`config.mk`:
```
export PLATFORM = sky130hd
export DESIGN_NAME = ietu_top
export DESIGN_NICKNAME = d
export VERILOG_FILES = /design/src/ietu_pkg.sv /design/src/ietu_top.sv
export SDC_FILE = /design/constraint.sdc
export NUM_CORES = 2
export LEC_CHECK = 0
export ABC_AREA = 1
export BUFFER_PORTS_ARGS = -buffer_cell sky130_fd_sc_hd__buf_2
export CORE_MARGIN = 1
export CORE_UTILIZATION = 29
export DETAILED_ROUTE_END_ITERATION = 16
export PLACE_DENSITY = 0.53
export SLEW_MARGIN = 20
export SYNTH_ARGS = -nofsm -noshare
export SYNTH_HDL_FRONTEND = slang
export SYNTH_SLANG_ARGS = --single-unit
```
`constraint.sdc`:
```
create_clock -name ref_clk -period 39.7 [get_ports ref_clk]
set_input_delay 7.94 -clock ref_clk [delete_from_list [all_inputs] [get_ports ref_clk]]
set_output_delay 7.94 -clock ref_clk [all_outputs]
set_load 0.05 [all_outputs]
```
`src/ietu_pkg.sv`:
```
// package: constants and types for the interrupt and event transfer unit
package ietu_pkg;

    // ==========================================================
    // sizes
    localparam int NSRC = 16;      // request sources
    localparam int NCH = 8;        // transfer channels
    localparam int NPER = 10;      // peripheral sources 0..9
    localparam int NEXT = 3;       // fast pin sources 10..12
    localparam int NXB = 3;        // extension bus nodes 13..15
    localparam int EXT_BASE = 10;
    localparam int XB_BASE = 13;
    localparam int NEV = 3;        // interrupt status events

    // ==========================================================
    // vector table
    localparam logic [7:0] TRAP_BASE = 8'h10;

    // ==========================================================
    // register map, word index on the address port
    localparam logic [7:0] A_SRC = 8'h00;   // 16 source controls
    localparam logic [7:0] A_CCTL = 8'h10;  // 8 channel controls
    localparam logic [7:0] A_SPTR = 8'h18;  // 8 source pointers
    localparam logic [7:0] A_DPTR = 8'h20;  // 8 destination pointers
    localparam logic [7:0] A_STAT = 8'h30;  // sticky events, w1c
    localparam logic [7:0] A_MASK = 8'h31;  // event mask
    localparam logic [7:0] A_STATE = 8'h32; // arbiter state

    // ==========================================================
    // reset values and writable bits
    localparam logic [15:0] SRC_RST = 16'h0000;
    localparam logic [15:0] CCTL_RST = 16'h0000;
    localparam logic [15:0] PTR_RST = 16'h0000;
    localparam logic [NEV-1:0] MASK_RST = 3'h0;
    localparam logic [15:0] SRC_WMASK = 16'h3fcf;
    localparam logic [15:0] CCTL_WMASK = 16'h07ff;

    // ==========================================================
    // status event bits
    localparam int EV_DONE = 0;    // channel count reached zero
    localparam int EV_INT = 1;     // source interrupt offered
    localparam int EV_TRAP = 2;    // software trap offered

    // ==========================================================
    // response time at the 10 ns clock
    localparam int CLK_NS = 10;
    localparam int LAT_MIN_NS = 250;
    localparam int LAT_MAX_NS = 600;
    localparam int LAT_MIN_CYC = (LAT_MIN_NS + CLK_NS - 1) / CLK_NS;
    localparam int LAT_MAX_CYC = LAT_MAX_NS / CLK_NS;

    // ==========================================================
    // types
    typedef enum logic [0:0] {
        ST_IDLE = 1'b0,
        ST_OFFER = 1'b1
    } ietu_state_t;

    typedef struct packed {
        logic [1:0] rsv_hi;
        logic [1:0] edge_sel;     // bit0 rising, bit1 falling
        logic [2:0] chan;         // transfer channel
        logic xfer;               // 1: event transfer service
        logic req;                // request flag
        logic en;                 // enable flag
        logic [1:0] rsv_lo;
        logic [3:0] lvl;          // priority level
    } ietu_src_t;

    typedef struct packed {
        logic [4:0] rsv;
        logic cont;               // continuous mode
        logic inc_dst;            // 1: step destination pointer
        logic word;               // 1: word move, 0: byte move
        logic [7:0] count;        // transfers left
    } ietu_chan_t;

    typedef struct packed {
        logic [7:0] addr;
        logic [15:0] wdata;
        logic wr;
        logic rd;
    } ietu_bus_t;

    typedef struct packed {
        logic [15:0] src;
        logic [15:0] dst;
        logic word;
    } ietu_xfer_t;

endpackage

```
`src/ietu_top.sv`:
```
// interrupt controller with peripheral event transfer channels
`timescale 1ns/1ns
module ietu_top
(
    input wire logic ref_clk,                 // 100 MHz clock
    input wire logic nrst,                    // sync reset, low
    input wire logic clk_en,                  // freezes all state
    input wire ietu_pkg::ietu_bus_t bus,      // register request
    output logic [15:0] rdata_q,              // read data
    input wire logic [ietu_pkg::NPER-1:0] per_req, // peripheral pulses
    input wire logic [ietu_pkg::NEXT-1:0] ext_pin, // async fast pins
    input wire logic [ietu_pkg::NXB-1:0] xb_req,   // bus node pulses
    input wire logic trap_valid,              // trap instruction
    input wire logic [7:0] trap_num,          // trap number
    input wire logic [3:0] cpu_level,         // running priority
    input wire logic int_ack,                 // cpu took vector
    output logic int_req_q,                   // interrupt offered
    output logic [15:0] int_vec_q,            // vector address
    output logic [3:0] int_lvl_q,             // offered level
    output logic xfer_valid_q,                // one stolen cycle
    output ietu_pkg::ietu_xfer_t xfer_q,      // move to perform
    output logic irq_q                        // event interrupt
);
    import ietu_pkg::*;

    localparam int LAT_HI = LAT_MAX_CYC;

    // ==========================================================
    // helpers
    function automatic logic [15:0] vec_addr(input logic [7:0] t);
        vec_addr = {6'h00, t, 2'b00};
    endfunction

    function automatic logic [15:0] step(input logic w);
        step = w ? 16'h0002 : 16'h0001;
    endfunction

    // ==========================================================
    // state
    ietu_src_t src_q [NSRC];
    ietu_chan_t cc_q [NCH];
    logic [15:0] sp_q [NCH];
    logic [15:0] dp_q [NCH];
    logic [NEV-1:0] stat_q;
    logic [NEV-1:0] mask_q;
    ietu_state_t state_q;
    logic trap_pend_q;
    logic [7:0] trap_num_q;
    logic svc_src_q;
    logic [3:0] svc_idx_q;
    logic [NEXT-1:0] ext_s1_q;
    logic [NEXT-1:0] ext_s2_q;
    logic [NEXT-1:0] ext_p_q;

    // ==========================================================
    // fast pin edges after the synchroniser
    wire [NEXT-1:0] ext_rise = ext_s2_q & ~ext_p_q;
    wire [NEXT-1:0] ext_fall = ~ext_s2_q & ext_p_q;
    logic [NSRC-1:0] hw_set;

    // request sources onto flags
    always_comb
    begin
        hw_set = '0;
        hw_set[NPER-1:0] = per_req;
        for (int i = 0; i < NEXT; i++)
        begin
            hw_set[EXT_BASE + i] =
                (ext_rise[i] & src_q[EXT_BASE + i].edge_sel[0]) |
                (ext_fall[i] & src_q[EXT_BASE + i].edge_sel[1]);
        end
        for (int i = 0; i < NXB; i++)
        begin
            hw_set[XB_BASE + i] = xb_req[i];
        end
    end

    // ==========================================================
    // arbitration: highest enabled level, lowest index on a tie
    logic win_any;
    logic [3:0] win_lvl;
    logic [3:0] win_idx;

    always_comb
    begin
        win_any = 1'b0;
        win_lvl = 4'h0;
        win_idx = 4'h0;
        for (int i = 0; i < NSRC; i++)
        begin
            if (src_q[i].req && src_q[i].en &&
                (!win_any || src_q[i].lvl > win_lvl))
            begin
                win_any = 1'b1;
                win_lvl = src_q[i].lvl;
                win_idx = 4'(i);
            end
        end
    end

    // service decisions
    wire win_ok = win_any && (win_lvl > cpu_level);
    wire [2:0] win_ch = src_q[win_idx].chan;
    ietu_chan_t sel;
    assign sel = cc_q[win_ch];
    wire xfer_go = src_q[win_idx].xfer &&
        (sel.cont || sel.count != 8'h00);
    wire idle = clk_en && (state_q == ST_IDLE);
    wire take_trap = idle && trap_pend_q;
    // cpu gets a cycle back between two steals
    wire take_xfer = idle && !trap_pend_q && win_ok && xfer_go &&
        !xfer_valid_q;
    wire take_int = idle && !trap_pend_q && win_ok && !xfer_go;
    wire int_done = clk_en && (state_q == ST_OFFER) && int_ack;
    wire last = !sel.cont && (sel.count == 8'h01);
    wire [7:0] win_trap = TRAP_BASE + {4'h0, win_idx};

    // ==========================================================
    // register decode
    wire wr_src = bus.wr && (bus.addr[7:4] == A_SRC[7:4]);
    wire wr_cc = bus.wr && (bus.addr[7:3] == A_CCTL[7:3]);
    wire wr_sp = bus.wr && (bus.addr[7:3] == A_SPTR[7:3]);
    wire wr_dp = bus.wr && (bus.addr[7:3] == A_DPTR[7:3]);
    wire wr_stat = bus.wr && (bus.addr == A_STAT);
    wire wr_mask = bus.wr && (bus.addr == A_MASK);
    wire [3:0] a_src = bus.addr[3:0];
    wire [2:0] a_ch = bus.addr[2:0];
    wire [NEV-1:0] ev = {take_trap, take_int, take_xfer && last};
    logic [15:0] rd_val;

    // read selection, unmapped reads as zero
    always_comb
    begin
        rd_val = 16'h0000;
        if (bus.addr[7:4] == A_SRC[7:4])
            rd_val = src_q[a_src];
        else if (bus.addr[7:3] == A_CCTL[7:3])
            rd_val = cc_q[a_ch];
        else if (bus.addr[7:3] == A_SPTR[7:3])
            rd_val = sp_q[a_ch];
        else if (bus.addr[7:3] == A_DPTR[7:3])
            rd_val = dp_q[a_ch];
        else if (bus.addr == A_STAT)
            rd_val = {13'h0000, stat_q};
        else if (bus.addr == A_MASK)
            rd_val = {13'h0000, mask_q};
        else if (bus.addr == A_STATE)
            rd_val = {svc_idx_q, int_lvl_q, 6'h00, trap_pend_q,
                      state_q == ST_OFFER};
    end

    // ==========================================================
    // fast pin synchroniser and edge history
    always_ff @(posedge ref_clk)
    begin
        if (!nrst)
        begin
            ext_s1_q <= '0;
            ext_s2_q <= '0;
            ext_p_q <= '0;
        end
        else if (clk_en)
        begin
            ext_s1_q <= ext_pin;
            ext_s2_q <= ext_s1_q;
            ext_p_q <= ext_s2_q;
        end
    end

    // source control registers, hardware set wins over clear
    always_ff @(posedge ref_clk)
    begin
        for (int i = 0; i < NSRC; i++)
        begin
            if (!nrst)
                src_q[i] <= SRC_RST;
            else if (clk_en)
            begin
                if (wr_src && a_src == 4'(i))
                    src_q[i] <= bus.wdata & SRC_WMASK;
                if ((take_xfer && !last && win_idx == 4'(i)) ||
                    (int_done && svc_src_q && svc_idx_q == 4'(i)))
                    src_q[i].req <= 1'b0;
                if (hw_set[i])
                    src_q[i].req <= 1'b1;
            end
        end
    end

    // transfer channels: pointer step and count
    always_ff @(posedge ref_clk)
    begin
        for (int c = 0; c < NCH; c++)
        begin
            if (!nrst)
            begin
                cc_q[c] <= CCTL_RST;
                sp_q[c] <= PTR_RST;
                dp_q[c] <= PTR_RST;
            end
            else if (clk_en)
            begin
                if (wr_cc && a_ch == 3'(c))
                    cc_q[c] <= bus.wdata & CCTL_WMASK;
                if (wr_sp && a_ch == 3'(c))
                    sp_q[c] <= bus.wdata;
                if (wr_dp && a_ch == 3'(c))
                    dp_q[c] <= bus.wdata;
                if (take_xfer && win_ch == 3'(c))
                begin
                    if (sel.inc_dst)
                        dp_q[c] <= dp_q[c] + step(sel.word);
                    else
                        sp_q[c] <= sp_q[c] + step(sel.word);
                    if (!sel.cont)
                        cc_q[c].count <= sel.count - 8'h01;
                end
            end
        end
    end

    // trap capture, a new trap while one waits is ignored unless the waiting one is taken in that cycle
    always_ff @(posedge ref_clk)
    begin
        if (!nrst)
        begin
            trap_pend_q <= 1'b0;
            trap_num_q <= 8'h00;
        end
        else if (clk_en)
        begin
            if (trap_valid && (!trap_pend_q || take_trap))
            begin
                trap_pend_q <= 1'b1;
                trap_num_q <= trap_num;
            end
            else if (take_trap)
                trap_pend_q <= 1'b0;
        end
    end

    // offer to the cpu and one-cycle transfer strobe
    always_ff @(posedge ref_clk)
    begin
        if (!nrst)
        begin
            state_q <= ST_IDLE;
            int_req_q <= 1'b0;
            int_vec_q <= 16'h0000;
            int_lvl_q <= 4'h0;
            svc_src_q <= 1'b0;
            svc_idx_q <= 4'h0;
            xfer_valid_q <= 1'b0;
            xfer_q <= '0;
        end
        else if (clk_en)
        begin
            xfer_valid_q <= take_xfer;
            if (take_xfer)
                xfer_q <= '{src: sp_q[win_ch], dst: dp_q[win_ch],
                            word: sel.word};
            case (state_q)
                ST_IDLE:
                begin
                    if (take_trap)
                    begin
                        state_q <= ST_OFFER;
                        int_req_q <= 1'b1;
                        int_vec_q <= vec_addr(trap_num_q);
                        int_lvl_q <= cpu_level;
                        svc_src_q <= 1'b0;
                    end
                    else if (take_int)
                    begin
                        state_q <= ST_OFFER;
                        int_req_q <= 1'b1;
                        int_vec_q <= vec_addr(win_trap);
                        int_lvl_q <= win_lvl;
                        svc_src_q <= 1'b1;
                        svc_idx_q <= win_idx;
                    end
                end
                ST_OFFER:
                begin
                    if (int_ack)
                    begin
                        state_q <= ST_IDLE;
                        int_req_q <= 1'b0;
                    end
                end
                default:
                begin
                    state_q <= ST_IDLE;
                    int_req_q <= 1'b0;
                end
            endcase
        end
    end

    // status, mask, interrupt line and read data
    always_ff @(posedge ref_clk)
    begin
        if (!nrst)
        begin
            stat_q <= '0;
            mask_q <= MASK_RST;
            irq_q <= 1'b0;
            rdata_q <= 16'h0000;
        end
        else if (clk_en)
        begin
            stat_q <= (stat_q & ~(wr_stat ? bus.wdata[NEV-1:0] : '0))
                | ev;
            if (wr_mask)
                mask_q <= bus.wdata[NEV-1:0];
            irq_q <= |(stat_q & mask_q);
            rdata_q <= bus.rd ? rd_val : 16'h0000;
        end
    end
endmodule

```
==> impl_metrics.tcl <==
set metrics [dict create \
    outcome "complete, no violations" \
    clkPwrFrac_pct 23.2 \
    numCtsBuffers 76 \
    pre_cts_ws_ns 15.46 \
    relSlewSlack_pct 21.2 \
    yosysTopAreaCell "edfxtp_1" \
    finalHoldViolCount 0 \
    coreArea_mm2 0.141 \
    cp_max_fo 33 \
    grt.total_usage_pct 24.5 \
    die-width_um 379 \
    async_flop_share_pct 0 \
    place.port_buffers 122 \
    synth.distinct_cells 65 \
    cpPeakStageDelay_ns 0.87 \
    root_buffer "clkbuf_16" \
    cp_common_cell "nand2_1" \
    rsz0062_at_grt "false" \
    drt_iter0_drc 4823 \
    hp-class "register to register" \
    drive_gt1_share_pct 8.44 \
    crit_slowest_cell "nand2_1" \
    setup_violations 0 \
    boundaryPins 131 \
    num_vias 39800 \
    grt_max_degree 66 \
    cts_resized 0 \
    fin_nets 5368 \
    path_class "register to register" \
    die_h_um 379 \
    cts_setup_buffers 0 \
    ir_drop_mv 0.0744 \
    worstMarginPinSlew_ns 1.18 \
    antenna_found_initial 9 \
    grt_pass1_vias 36400 \
    yosys-top-cells-area "edfxtp_1, nand2_1, nand3_1" \
    intPower_mw 1.52 \
    avgSynthCellArea_um2 7.89 \
    synthFlopType "edfxtp_1" \
    netlist_area_mm2 0.0413 \
    initial_core_util_pct 29.2 \
    wire_per_inst_um 25.3 \
    drc_errors 0 \
    p_sw_mw 1.52 \
    grt_pass1_wl_um 258000 \
    rrSetupSlack_ns 15.15 \
    ys_seq_area_share_pct 43.5 \
    post_dp_cell_area_mm2 0.0434 \
    p_seq_share_pct 26.8 \
    leakage_nw 18.9 \
    totalPowerFinal_mw 3.04 \
    synth-edff-count 536 \
    dp_hpwl_um 126000 \
    grt_remaining_overflow 0 \
    synthCells 5236 \
    design.die.area_mm2 0.144 \
    cp.arrival_ns 24.85 \
    power_switching_share_pct 50.0 \
    cts.sinks 630 \
    yosysTopAreaCellShare_pct 39.0 \
    synth_most_common_cell "nand2_1" \
    worstPathRequired_ns 40.00 \
    power_density_mw_per_mm2 66.2 \
    clkLatencyLatePin_ns 0.70 \
    slew_viol_final 0 \
    drt_wl_total_um 181000 \
    synth_commonest_cells "nand2_1, nand3_1, edfxtp_1" \
    finClkSkew_ns 0.0388 \
    gp_congestion 1.00 \
    design_area_mm2 0.0459 \
    cts_tree "done" \
    yosysWarnings 0 \
    cap_violations 0 \
    fin_setup_tns_ns 0 \
    fin_crit_sh_pct 61.8 \
    route.antenna.remaining_nets 0 \
    first_pass_iters 7 \
    ys_ff_latch 630 \
    max_freq_mhz 40.7 \
    rows 138 \
    cts_max_path_buffers 3 \
    drt-vias-per-instance 5.57 \
    fin_ws_ns 15.15 \
    p_comb_share_pct 50.0 \
    clk_pin_slew_ns 0.06 \
    start_kind "register" \
    area_growth_pct 11.0 \
    finalCriticalPeriod_ns 24.55 \
    end_kind "register" \
    postCtsHoldBufs 0 \
    cts_htree_levels 3 \
]
==> per-layer routing <==
layer / GRT usage [%] / share of wire, %
met5: 0 / 0.032
met4: 10.7 / 5.0
met3: 4.88 / 11
met2: 37.5 / 43
met1: 33.4 / 41
==> kinds of logic after synthesis <==
kind of cell / synth area share (%)
adders and majority gates: 3.50
DFF: 43.5
and+or+nand+nor: 26.2
buffers and inverters: 7.94
AOI/OAI and AO/OA: 14.2
xor gates and xnor gates: 4.64
other: 0.00908
==> final cells by class <==
cell class	instances	area, µm²
Multi-Input combinational cell	3827	20200
Fill cell	15000	95500
Antenna cell	1	2.50
Inverter	479	1810
Clock inverter	30	267
Timing Repair Buffer	189	1120
Tap cell	1890	2360
Sequential cell	630	18000
Clock buffer	106	2120
==> power by group through the flow <==
stage / clock [mW] / combinational (mW) / sequential [mW]
global placement: 0 / 1.47 / 0.825
floorplan: 0 / 0.902 / 0.868
CTS: 0.707 / 1.47 / 0.812
global route: 0.730 / 1.61 / 0.819
finish: 0.703 / 1.52 / 0.814
detailed placement: 0 / 1.46 / 0.825
==> worst paths after layout <==
check	to	depth (start not counted)	start
hold / removal	rdata_q[0]$_SDFFE_PN0P_	2	rdata_q[0]$_SDFFE_PN0P_
hold reg to reg	rdata_q[0]$_SDFFE_PN0P_	2	rdata_q[0]$_SDFFE_PN0P_
setup reg to reg	dp_q[1][11]$_DFFE_PP_	167	src_q[0][4]$_SDFFCE_PN0P_
setup / recovery	dp_q[1][11]$_DFFE_PP_	167	src_q[0][4]$_SDFFCE_PN0P_
==> per-stage QoR <==
step	hold slack, ns	instances	utilization, %
finish	0.460	7152	32.4
CTS	0.461	7151	32.4
global route	0.479	7151	32.4
global placement	0.452	7015	30.7
detailed placement	0.452	7015	30.7
floorplan	0.444	5243	-
==> state kept, by name, indices dropped and copies added (netlist names), 3 cells and up <==
signal	cells
rdata_q	16
svc_idx_q	4
int_vec_q	8
dp_q	128
int_lvl_q	4
ext_p_q	3
src_q	192
ext_s1_q	3
ext_s2_q	3
cc_q	88
trap_num_q	8
xfer_q	33
sp_q	128
mask_q	3
stat_q	3
==> worst max-delay path, delay by kind of cell (launching register included) <==
family | cells | cell delay (ns)
flip-flops | 1 | 0.36
AND/OR/NAND/NOR | 98 | 11.69
adder cells (fa/ha/maj) | 16 | 4.89
AO/OA/AOI/OAI | 33 | 4.36
buffers and inverters | 20 | 2.76
==> layout by cell type (no fill, tap or decap), types with 121 or more instances in the layout <==
| master | synthesis | routed |
|---|---|---|
| xor2_1 | 188 | 188 |
| o21ai_0 | 295 | 295 |
| a21oi_1 | 125 | 125 |
| edfxtp_1 | 536 | 536 |
| o22ai_1 | 258 | 258 |
| nand2_1 | 1190 | 1188 |
| buf_2 | 39 | 121 |
| nand3_1 | 541 | 541 |
| inv_1 | 434 | 431 |
| nor2_1 | 496 | 489 |
No activity file was read; power rests on OpenSTA's default activity.
